## src/hw/wdopt_map.vh

```
// Register indices, option bit positions, reset values and crystal-cycle counts
`ifndef WDOPT_MAP_VH
`define WDOPT_MAP_VH

// Register indices; byte address is four times the index
`define WDOPT_IDX_OPT_TWO 16'h001e
`define WDOPT_IDX_OPT_ONE 16'h001f
`define WDOPT_IDX_SERVICE 16'hffff
`define WDOPT_IDX_TERMINATE 16'h0033
`define WDOPT_IDX_STATUS 16'h0040

// Option register two fields
`define WDOPT_B2_OSC_RUN 0
`define WDOPT_B2_SERIAL_SRC 1
`define WDOPT_OPT_TWO_MASK 8'h03

// Option register one fields
`define WDOPT_B1_WD_DISABLE 0
`define WDOPT_B1_STOP_ENABLE 1
`define WDOPT_B1_SHORT_REC 2
`define WDOPT_B1_SUPPLY_RANGE 3
`define WDOPT_B1_MON_PWR_DIS 4
`define WDOPT_B1_MON_RST_DIS 5
`define WDOPT_B1_MON_STOP_EN 6
`define WDOPT_B1_WD_PERIOD 7

// Status register fields
`define WDOPT_BS_WD_FLAG 0
`define WDOPT_BS_ILL_FLAG 1
`define WDOPT_BS_ONE_WRITTEN 2
`define WDOPT_BS_TWO_WRITTEN 3
`define WDOPT_BS_RANGE_OPEN 4
`define WDOPT_BS_BLANK_DIS 5
`define WDOPT_BS_STOP_MODE 6
`define WDOPT_BS_REC_BUSY 7

// Reset values
`define WDOPT_OPT_RESET 8'h00

// Timing counts in crystal-clock cycles
`define WDOPT_WD_LONG_CYC 18'd262128
`define WDOPT_WD_SHORT_CYC 18'd8176
`define WDOPT_RST_PULSE_CYC 6'd32
`define WDOPT_REC_SHORT_CYC 13'd32
`define WDOPT_REC_LONG_CYC 13'd4096
`define WDOPT_POR_CLR_CYC 13'd4096

`endif

```

## src/hw/wdopt_top.v

```verilog
// Write-once option registers with the watchdog they configure, APB slave
//
// Functional notes
// - Each option register takes one write per reset; later writes ignored; always readable.
// - Any reset clears option bits; supply-range bit cleared only by power-on reset.
// - Supply-range bit write opens only after power-on reset.
// - Option registers decoded at indices 1E and 1F.
// - Oscillator keeps running in stop only when its option is set.
// - Serial clock source: bus clock when set, oscillator clock when clear.
// - Watchdog period 8176 cycles when set, 262128 when clear.
// - Monitor stays on in stop when stop-enable set and power-disable clear.
// - Reset-disable blocks monitor resets; power-disable turns monitor off.
// - Supply-range bit selects 5 V trip when set, 3 V when clear.
// - Stop exit waits 32 crystal cycles when short recovery set, else 4096.
// - Stop exit by external reset always uses the long recovery.
// - Stop instruction with stop disabled gives illegal-opcode reset; else stop entered.
// - Watchdog disable option set turns the watchdog off.
// - 6-bit counter after 12-bit prescaler on crystal clock; overflow resets.
// - Any service write clears counter and prescaler stages 12 to 5.
// - Reading the service location returns reset vector low byte.
// - Watchdog reset pulls reset pin low 32 crystal cycles, sets flag.
// - Stop removes crystal clock from watchdog and clears its prescaler.
// - Vector fetch clears prescaler; internal reset clears both; POR clears after 4096.
// - Monitor mode with test voltage disables watchdog; blank-vector entry until POR.
//
// The APB register port was decided locally.
`timescale 1ns/1ps
`include "wdopt_map.vh"

module wdopt_top (
  input wire pclk,
  input wire presetn,
  input wire psel,
  input wire penable,
  input wire pwrite,
  input wire [17:0] paddr,
  input wire [31:0] pwdata,
  output reg [31:0] prdata,
  output reg pready,
  output reg pslverr,
  input wire xclk_en,
  input wire sys_reset,
  input wire vector_fetch,
  input wire [7:0] reset_vector_lo,
  input wire stop_instr,
  input wire stop_wake,
  input wire stop_wake_by_reset,
  input wire wait_mode,
  input wire mon_mode,
  input wire mon_blank_entry,
  input wire tst_on_irq,
  input wire tst_on_rst,
  output reg osc_run_q,
  output reg serial_clock_source_sel_q,
  output reg monitor_enable_q,
  output reg monitor_reset_enable_q,
  output reg monitor_supply_range_q,
  output reg stop_mode_q,
  output reg stop_recovery_busy_q,
  output reg illegal_reset_q,
  output reg watchdog_reset_q,
  output reg rst_pin_o,
  output reg rst_pin_oe
);

  reg [7:0] opt_one_q;
  reg [7:0] opt_two_q;
  reg one_written_q;
  reg two_written_q;
  reg range_open_q;
  reg blank_dis_q;
  reg wd_flag_q;
  reg ill_flag_q;
  reg [12:0] rec_cnt_q;
  reg [12:0] por_cnt_q;
  reg por_done_q;
  reg por_clr_q;
  reg [5:0] rst_cnt_q;
  reg [7:0] rd_d;
  reg map_d;

  wire [15:0] idx;
  wire acc;
  wire wr;
  wire wr_ok;
  wire svc_wr;
  wire stop_go;
  wire stop_bad;
  wire stop_next;
  wire mon_dis;
  wire wd_active;
  wire wd_tick;
  wire wd_clr_all;
  wire wd_clr_pre;
  wire wd_overflow;
  wire rec_long;

  assign idx = paddr[17:2];
  assign acc = psel && penable && pready;
  assign wr = acc && pwrite;
  assign wr_ok = wr && !pslverr;

  // Address decode and read mux
  always @* begin
    map_d = 1'b1;
    rd_d = 8'h00;
    case (idx)
      `WDOPT_IDX_OPT_TWO: rd_d = opt_two_q;
      `WDOPT_IDX_OPT_ONE: rd_d = opt_one_q;
      `WDOPT_IDX_SERVICE: rd_d = reset_vector_lo;
      `WDOPT_IDX_TERMINATE: rd_d = 8'h00;
      `WDOPT_IDX_STATUS: begin
        rd_d = {stop_recovery_busy_q, stop_mode_q, blank_dis_q, range_open_q,
                two_written_q, one_written_q, ill_flag_q, wd_flag_q};
      end
      default: map_d = 1'b0;
    endcase
    if (paddr[1:0] != 2'b00) begin
      map_d = 1'b0;
    end
  end

  // APB answer: ready in the first access cycle
  always @(posedge pclk or negedge presetn) begin
    if (!presetn) begin
      pready <= 1'b0;
      pslverr <= 1'b0;
      prdata <= 32'h00000000;
    end else begin
      pready <= psel && !penable && !pready;
      if (psel && !penable && !pready) begin
        pslverr <= !map_d;
        prdata <= (map_d && !pwrite) ? {24'h000000, rd_d} : 32'h00000000;
      end else begin
        pslverr <= 1'b0;
      end
    end
  end

  assign svc_wr = wr_ok && (idx == `WDOPT_IDX_SERVICE);

  // Option register one, write once, supply-range bit POR only
  always @(posedge pclk or negedge presetn) begin
    if (!presetn) begin
      opt_one_q <= `WDOPT_OPT_RESET;
      one_written_q <= 1'b0;
      range_open_q <= 1'b1;
    end else if (sys_reset) begin
      opt_one_q <= opt_one_q & (8'h01 << `WDOPT_B1_SUPPLY_RANGE);
      one_written_q <= 1'b0;
    end else if (wr_ok && (idx == `WDOPT_IDX_OPT_ONE) && !one_written_q) begin
      opt_one_q <= range_open_q ? pwdata[7:0] :
        ((pwdata[7:0] & ~(8'h01 << `WDOPT_B1_SUPPLY_RANGE)) |
         (opt_one_q & (8'h01 << `WDOPT_B1_SUPPLY_RANGE)));
      one_written_q <= 1'b1;
      range_open_q <= 1'b0;
    end
  end

  // Option register two, write once
  always @(posedge pclk or negedge presetn) begin
    if (!presetn) begin
      opt_two_q <= `WDOPT_OPT_RESET;
      two_written_q <= 1'b0;
    end else if (sys_reset) begin
      opt_two_q <= `WDOPT_OPT_RESET;
      two_written_q <= 1'b0;
    end else if (wr_ok && (idx == `WDOPT_IDX_OPT_TWO) && !two_written_q) begin
      opt_two_q <= pwdata[7:0] & `WDOPT_OPT_TWO_MASK;
      two_written_q <= 1'b1;
    end
  end

  // Stop entry and recovery
  assign stop_go = stop_instr && opt_one_q[`WDOPT_B1_STOP_ENABLE] && !stop_mode_q;
  assign stop_bad = stop_instr && !opt_one_q[`WDOPT_B1_STOP_ENABLE];
  assign rec_long = stop_wake_by_reset || !opt_one_q[`WDOPT_B1_SHORT_REC];
  // Stop state after this edge, so option-driven controls switch with it
  assign stop_next = stop_mode_q ? !(stop_wake || stop_wake_by_reset) : (stop_go && !sys_reset);

  always @(posedge pclk or negedge presetn) begin
    if (!presetn) begin
      stop_mode_q <= 1'b0;
      stop_recovery_busy_q <= 1'b0;
      rec_cnt_q <= 13'h0000;
      illegal_reset_q <= 1'b0;
    end else begin
      illegal_reset_q <= stop_bad;
      if (sys_reset && !stop_mode_q) begin
        stop_recovery_busy_q <= 1'b0;
        rec_cnt_q <= 13'h0000;
      end else if (stop_mode_q && (stop_wake || stop_wake_by_reset)) begin
        stop_mode_q <= 1'b0;
        stop_recovery_busy_q <= 1'b1;
        rec_cnt_q <= rec_long ? `WDOPT_REC_LONG_CYC : `WDOPT_REC_SHORT_CYC;
      end else if (stop_go) begin
        stop_mode_q <= 1'b1;
      end else if (stop_recovery_busy_q && xclk_en) begin
        if (rec_cnt_q == 13'h0001) begin
          stop_recovery_busy_q <= 1'b0;
        end
        rec_cnt_q <= rec_cnt_q - 13'h0001;
      end
    end
  end

  // Power-on prescaler clear after 4096 crystal cycles
  always @(posedge pclk or negedge presetn) begin
    if (!presetn) begin
      por_cnt_q <= 13'h0000;
      por_done_q <= 1'b0;
      por_clr_q <= 1'b0;
    end else begin
      por_clr_q <= 1'b0;
      if (!por_done_q && xclk_en) begin
        if (por_cnt_q == (`WDOPT_POR_CLR_CYC - 13'h0001)) begin
          por_done_q <= 1'b1;
          por_clr_q <= 1'b1;
        end
        por_cnt_q <= por_cnt_q + 13'h0001;
      end
    end
  end

  // Blank-vector monitor entry holds the watchdog off until POR
  always @(posedge pclk or negedge presetn) begin
    if (!presetn) begin
      blank_dis_q <= 1'b0;
    end else if (mon_mode && mon_blank_entry && !tst_on_irq) begin
      blank_dis_q <= 1'b1;
    end
  end

  assign mon_dis = (mon_mode && (tst_on_irq || tst_on_rst)) || blank_dis_q;
  assign wd_active = !opt_one_q[`WDOPT_B1_WD_DISABLE] && !mon_dis;
  // Wait mode does not gate the tick
  assign wd_tick = xclk_en && wd_active && !stop_mode_q;
  assign wd_clr_all = sys_reset || !wd_active || watchdog_reset_q;
  assign wd_clr_pre = vector_fetch || por_clr_q || stop_go || stop_mode_q;

  wdopt_wdcount u_count (
    .pclk(pclk),
    .presetn(presetn),
    .tick(wd_tick),
    .period_sel(opt_one_q[`WDOPT_B1_WD_PERIOD]),
    .clr_all(wd_clr_all),
    .clr_pre(wd_clr_pre),
    .service(svc_wr),
    .overflow_q(wd_overflow)
  );

  // Reset pulse on the open-drain reset pin
  always @(posedge pclk or negedge presetn) begin
    if (!presetn) begin
      watchdog_reset_q <= 1'b0;
      rst_cnt_q <= 6'h00;
      rst_pin_o <= 1'b0;
      rst_pin_oe <= 1'b0;
    end else begin
      rst_pin_o <= 1'b0;
      watchdog_reset_q <= wd_overflow && !watchdog_reset_q;
      if (wd_overflow) begin
        rst_cnt_q <= `WDOPT_RST_PULSE_CYC;
        rst_pin_oe <= 1'b1;
      end else if (rst_pin_oe && xclk_en) begin
        if (rst_cnt_q == 6'h01) begin
          rst_pin_oe <= 1'b0;
        end
        rst_cnt_q <= rst_cnt_q - 6'h01;
      end
    end
  end

  // Sticky reset-cause flags; a new event wins over a clear
  always @(posedge pclk or negedge presetn) begin
    if (!presetn) begin
      wd_flag_q <= 1'b0;
      ill_flag_q <= 1'b0;
    end else begin
      if (wd_overflow) begin
        wd_flag_q <= 1'b1;
      end else if (wr_ok && (idx == `WDOPT_IDX_STATUS) && pwdata[`WDOPT_BS_WD_FLAG]) begin
        wd_flag_q <= 1'b0;
      end
      if (stop_bad) begin
        ill_flag_q <= 1'b1;
      end else if (wr_ok && (idx == `WDOPT_IDX_STATUS) && pwdata[`WDOPT_BS_ILL_FLAG]) begin
        ill_flag_q <= 1'b0;
      end
    end
  end

  // Option-driven controls to clock, serial port and voltage monitor
  always @(posedge pclk or negedge presetn) begin
    if (!presetn) begin
      osc_run_q <= 1'b1;
      serial_clock_source_sel_q <= 1'b0;
      monitor_enable_q <= 1'b1;
      monitor_reset_enable_q <= 1'b1;
      monitor_supply_range_q <= 1'b0;
    end else begin
      osc_run_q <= !stop_next || opt_two_q[`WDOPT_B2_OSC_RUN];
      serial_clock_source_sel_q <= opt_two_q[`WDOPT_B2_SERIAL_SRC];
      monitor_enable_q <= !opt_one_q[`WDOPT_B1_MON_PWR_DIS] &&
        (!stop_next || opt_one_q[`WDOPT_B1_MON_STOP_EN]);
      monitor_reset_enable_q <= !opt_one_q[`WDOPT_B1_MON_PWR_DIS] &&
        !opt_one_q[`WDOPT_B1_MON_RST_DIS] &&
        (!stop_next || opt_one_q[`WDOPT_B1_MON_STOP_EN]);
      monitor_supply_range_q <= opt_one_q[`WDOPT_B1_SUPPLY_RANGE];
    end
  end

endmodule

```

## src/hw/wdopt_wdcount.v

```verilog
// Watchdog prescaler and timeout counter
`timescale 1ns/1ps
`include "wdopt_map.vh"

module wdopt_wdcount (
  input wire pclk,
  input wire presetn,
  input wire tick,
  input wire period_sel,
  input wire clr_all,
  input wire clr_pre,
  input wire service,
  output reg overflow_q
);

  reg [11:0] pre_q;
  reg [5:0] cnt_q;
  wire tap_wrap;
  wire [17:0] total;
  wire [17:0] limit;

  // Short period taps the prescaler at stage 7, long period at stage 12
  assign tap_wrap = period_sel ? (pre_q[6:0] == 7'h7f) : (pre_q == 12'hfff);
  assign total = period_sel ? {5'h00, cnt_q, pre_q[6:0]} : {cnt_q, pre_q};
  assign limit = period_sel ? (`WDOPT_WD_SHORT_CYC - 18'd1) : (`WDOPT_WD_LONG_CYC - 18'd1);

  always @(posedge pclk or negedge presetn) begin
    if (!presetn) begin
      pre_q <= 12'h000;
      cnt_q <= 6'h00;
      overflow_q <= 1'b0;
    end else if (clr_all) begin
      pre_q <= 12'h000;
      cnt_q <= 6'h00;
      overflow_q <= 1'b0;
    end else begin
      overflow_q <= tick && !service && !clr_pre && (total == limit);
      if (clr_pre) begin
        pre_q <= 12'h000;
      end else if (service) begin
        pre_q <= {8'h00, pre_q[3:0]};
      end else if (tick) begin
        pre_q <= pre_q + 12'h001;
      end
      if (service) begin
        cnt_q <= 6'h00;
      end else if (tick && tap_wrap) begin
        cnt_q <= cnt_q + 6'h01;
      end
    end
  end

endmodule

```

## config.mk

```make
export PLATFORM = sky130hd
export DESIGN_NAME = wdopt_top
export DESIGN_NICKNAME = d
export VERILOG_FILES = /design/src/hw/wdopt_top.v /design/src/hw/wdopt_wdcount.v
export VERILOG_INCLUDE_DIRS = /design/src /design/src/hw
export SDC_FILE = /design/constraint.sdc
export NUM_CORES = 1
export LEC_CHECK = 0
export ABC_CLOCK_PERIOD_IN_PS = 3100
export BUFFER_PORTS_ARGS = -buffer_cell sky130_fd_sc_hd__buf_2
export CAP_MARGIN = 20
export CORE_MARGIN = 2
export CORE_UTILIZATION = 57
export CTS_CLUSTER_SIZE = 28
export DETAILED_ROUTE_END_ITERATION = 16
export GPL_TIMING_DRIVEN = 0
export MAX_ROUTING_LAYER = met4
export PLACE_DENSITY = 0.87
export SETUP_SLACK_MARGIN = 0.05
export SLEW_MARGIN = 20
export SYNTH_ARGS = -nofsm -noshare
export SYNTH_HDL_FRONTEND = slang
export SYNTH_SLANG_ARGS = --single-unit
```

## constraint.sdc

```tcl
create_clock -name pclk -period 3.1 [get_ports pclk]
set_input_delay 0.62 -clock pclk [delete_from_list [all_inputs] [get_ports pclk]]
set_output_delay 0.62 -clock pclk [all_outputs]
set_load 0.1 [all_outputs]
```

Word-level counts from Yosys, hierarchy flattened
Cells that the tools add are included.
{ "word_totals": {"word_cells": 194, "out_inout_bits": 45, "regBits": 119, "input_bits": 74} }
{ "op_classes": {"n_bitwise": 3, "n_eq_ne": 13, "n_mux": 49, "n_addsub": 5, "n_reduce_logical": 93} }
{ "op_table": {"columns": ["op", "n"], "rows": [
  ["$mux W13", 5],
  ["$mux W12", 4],
  ["$mux W8", 6],
  ["$logic_and A1 B1 Y1", 38],
  ["$mux W18", 2],
  ["$eq A16 B5 Y1 const B", 2],
  ["$pmux W8 S4", 1],
  ["$mux W6", 5],
  ["$mux W1", 26],
  ["$logic_not A1 Y1", 23],
  ["$eq A18 B18 Y1", 1],
  ["$eq A16 B16 Y1 const B", 1],
  ["$eq A16 B6 Y1 const B", 1],
  ["$eq A16 B7 Y1 const B", 1],
  ["$reduce_bool A2 Y1", 8],
  ["$add A13 B1 Y13 const B", 1],
  ["$eq A13 B1 Y1 const B", 1],
  ["$eq A13 B12 Y1 const B", 1],
  ["$sub A13 B1 Y13 const B", 1],
  ["$add A12 B1 Y12 const B", 1],
  ["$eq A12 B12 Y1 const B", 1],
  ["$reduce_and A2 Y1", 6],
  ["$reduce_bool A3 Y1", 4],
  ["$logic_or A1 B1 Y1", 11],
  ["other kinds (10)", 12]
]} }

Depth between registers and ports, before layout
{ "logic_depth": {"word_depth": 11, "depth_mapped": 7} }

Modules after synthesis
Synthesis repeated with hierarchy kept, for this count alone.
{ "hier_totals": {"cells_unflattened": 446, "hier_area_um2": 4548.1} }
{ "modules_own_cells": {"columns": ["module", "area_per_inst_um2", "instances", "cells_per_inst", "seq_area_each_um2"], "rows": [
  ["wdopt_top", 3543.4, 1, 345, 1756.7],
  ["wdopt_wdcount", 1004.7, 1, 101, 475.5]
]} }

Worst setup path before layout
OpenSTA, ideal clock, no wires.
{ "synth_path": {"path_type": "input port to flip-flop", "startpoint": "in paddr[9]", "endpoint": "reg (tool-made name)", "cell_stages": 5, "t_required_ps": 2975, "path_slack_ps": 1035, "setup_time_ps": 125, "arrival_time_ps": 1940, "path_cell_list": "nor3_1 -> and4_4 -> nand3_1 -> nor4b_2 -> mux2_2"} }
{ "synth_rtl": {"columns": ["item", "line", "text"], "rows": [
  ["from (decl)", "wdopt_top.v:36", "input wire [17:0] paddr,"]
]} }

==> impl_metrics.py <==
metrics = {
    "run_status": {
        "status": "completed",
    },
    "cells_and_area": {
        "fill_cells": 574,
        "antenna_cells": 0,
        "fin_util": 0.6956,
        "drive_gt1_frac": 0.2613,
        "syn2layout_area_growth_pct": 18.02,
        "fin_area_mm2": 0.005375,
        "fin_nets": 627,
        "final_common_cell": "dfrtp_1",
        "layout_common_cells": "dfrtp_1 (85), buf_2 (72), nor2_1 (60)",
    },
    "clock_tree": {
        "htree_levels": 3,
        "cts.sinks": 89,
        "clockBufferDepth": 2,
        "postCtsSetupBuffers": 0,
        "post_cts_resized": 0,
        "path_clk_slew_ps": 90,
        "cts_inserted_buffers": 9,
        "clock-root-buffer": "clkbuf_8",
        "cts_tree": "yes",
        "clk_latency_ps": 360,
        "ctsHoldBuffers": 0,
    },
    "sta": {
        "hold_violations": 0,
        "min_period_ps": 2022,
        "tightest_slew_ps": 778.3,
        "slew_headroom": 0.4803,
        "setup_viol": 0,
        "fin_crit_sh": 0.6523,
        "setup_tns_ps": 0,
        "finClkSkew_ps": 10.57,
        "rsz0062_at_grt": "false",
        "drv_slew": 0,
        "max_clock_freq_mhz": 494.5,
    },
    "routing": {
        "vias": 3689,
        "wl_um": 9956,
        "via_per_inst": 5.649,
        "wl_per_cell_um": 15.25,
        "drc": 0,
        "ant_nets": 0,
        "drt_iter0_drc": 205,
        "drt_first_pass_iters": 6,
    },
    "synthesis": {
        "syn_inst": 444,
        "ys.warnings.count": 0,
        "syn_avg_cell_area_um2": 10.26,
        "synth.distinct_cells": 59,
        "yosysSeqAreaShare": 0.4901,
        "netlist_area_mm2": 0.004554,
        "ys.flop_type": "dfrtp_1",
        "synth_seq_cells": 89,
        "synth_edf_count": 0,
        "ys_async_sr_fraction": 1.000,
    },
    "critical_path": {
        "worstPathRequired_ps": 3320,
        "max_stage_delay_ps": 580,
        "cp_slowest_cell": "or4b_2",
        "crit_fanout": 3,
        "critPathCaptureType": "register",
        "crit_type": "reg -> reg",
        "crit_path_start_kind": "register",
        "cp.arrival_ps": 2240,
        "crit_chain": "inv_1 -> ha_1 -> or4b_2 -> or4_1 -> nand3b_1 -> nand2_1",
        "path_delay_family": "simple AND/OR/NAND/NOR gates",
        "critPathBufInv": 1,
    },
    "grt": {
        "grt_pass1_vias": 3653,
        "grt_pass1_wl_um": 16820,
        "grt_max_degree": 46,
        "grt_overflow": 0,
        "track_usage": 0.2526,
        "antenna_found_initial": 0,
    },
    "power_and_ir_drop": {
        "ir_worst_vdd_mv": 0.3530,
        "p_leak_nw": 2.483,
        "power.density_mw_per_mm2": 487.4,
    },
    "run": {
        "maxCapViolations": 0,
    },
    "floorplan": {
        "start_util": 0.5894,
        "rows": 32,
        "fp.dieH_um": 93.39,
        "dieArea_mm2": 0.008721,
        "die_width_um": 93.39,
        "io_pins": 119,
        "core_mm2": 0.007727,
    },
    "placed_design": {
        "dpl-instance-area_mm2": 0.005125,
        "port-buffer-count": 66,
        "dp.final_hpwl_um": 7287,
        "gp_congestion": 0.8581,
    },
    "min_path": {
        "hold_path.class": "in -> async",
    },
}
-- final cells by class --
cell class,count,area (µm²),area share
Sequential cell,89,2232,0.4153
Multi-Input combinational cell,328,2115,0.3934
Timing Repair Buffer,67,352.8,0.06564
Buffer,37,245.2,0.04562
Clock buffer,10,137.6,0.02561
Tap cell,102,127.6,0.02374
Clock inverter,6,112.6,0.02095
Inverter,14,52.55,0.009777
-- power by group --
part           switching [mW]  leakage (nW)  internal (mW)  total (mW)
combinational           0.259          1.16          0.112       0.371
clock                   0.422         0.127          0.562       0.984
sequential             0.0536          1.19           1.21        1.27
total                   0.734          2.48           1.89        2.62
-- flip-flops by register name, indices dropped and copies added (netlist names), 2 cells and up, named ones only --
signal	count
u_count.cnt_q	6
rst_cnt_q	6
opt_two_q	2
rec_cnt_q	13
opt_one_q	7
prdata	8
u_count.pre_q	12
por_cnt_q	13
-- synthesized netlist by cell type (2+ instances only) --
| cell | n | area (µm²) |
|---|---|---|
| a211oi_1 | 4 | 30.03 |
| nand2_1 | 26 | 97.59 |
| clkbuf_1 | 4 | 15.01 |
| ha_1 | 7 | 87.58 |
| o311ai_2 | 2 | 32.53 |
| nand4_1 | 13 | 81.33 |
| a221oi_1 | 2 | 17.52 |
| a22o_1 | 7 | 61.31 |
| inv_1 | 14 | 52.55 |
| a21oi_1 | 6 | 30.03 |
| nand2b_1 | 5 | 31.28 |
| buf_2 | 7 | 35.03 |
| dfrtp_1 | 85 | 2127 |
| and4bb_2 | 2 | 25.02 |
| o22a_1 | 2 | 17.52 |
| nand3_1 | 18 | 90.09 |
| nor4_4 | 2 | 42.54 |
| xor2_1 | 12 | 105.1 |
| mux2i_1 | 5 | 50.05 |
| mux2_2 | 3 | 33.78 |
| a31oi_1 | 2 | 12.51 |
| nor2b_1 | 7 | 43.79 |
| nor4_1 | 10 | 62.56 |
| nor2_1 | 60 | 225.2 |
| or4b_2 | 2 | 20.02 |
| dfstp_2 | 4 | 105.1 |
| or3b_2 | 2 | 17.52 |
| xnor2_1 | 30 | 262.8 |
| or4_1 | 4 | 30.03 |
| and3_1 | 4 | 25.02 |
| o21ai_0 | 13 | 65.06 |
| buf_4 | 26 | 195.2 |
| nor4b_2 | 2 | 30.03 |
| nand3b_1 | 3 | 22.52 |
| a222oi_1 | 7 | 70.07 |
| nor3_1 | 15 | 75.07 |
| or2_2 | 3 | 18.77 |
| a21o_1 | 3 | 22.52 |
-- routing by layer --
| layer | routed length, µm | vias to the layer above | track usage |
|---|---|---|---|
| met5 | 0 | - | - |
| met4 | 208 | 0 | 0.09804 |
| met3 | 687 | 20 | 0.04915 |
| met2 | 4956 | 141 | 0.4143 |
| met1 | 4103 | 1801 | 0.3114 |
| li1 | - | 1727 | - |
-- worst register-to-register path, cell delays in order (launching register included) --
cell	delay, ps
dfrtp_1	410
inv_1	90
ha_1	160
or4b_2	580
or4_1	480
nand3b_1	100
nand2_1	60
-- metrics by stage --
step	setup WS [ps]	std cells	total power, mW	hold WS (ps)
floorplan	775.5	468	1.559	324.4
global placement	710.4	636	1.643	384.7
detailed placement	721.3	637	1.659	384.7
CTS	1096	653	2.627	264.1
global route	972.8	653	2.721	292.5
finish	1078	653	2.620	252.3
-- path summary, 6_finish.rpt --
check                                  start                         to  slack (ps)  cells after the start
worst min register to register  opt_two_q[1]  serial_clock_source_sel_q         420                      0
worst max-delay path            rec_cnt_q[1]       stop_recovery_busy_q        1080                      6
worst max register to register  rec_cnt_q[1]       stop_recovery_busy_q        1080                      6
worst min-delay path                 presetn                  prdata[6]         250                      1
min in group pclk               opt_two_q[1]  serial_clock_source_sel_q         420                      0
max in group asynchronous            presetn                  osc_run_q        2180                      2
-- cells by family after synthesis --
family                   synth area share
AO/OA/AOI/OAI                     0.09368
XOR/XNOR                          0.08077
adder cells (fa/ha/maj)           0.01923
buffers and inverters             0.06538
flip-flops                         0.4901
multiplexers                      0.01841
other                           0.0008234
AND/OR/NAND/NOR                    0.2316
(Power assumes the default switching activity.)
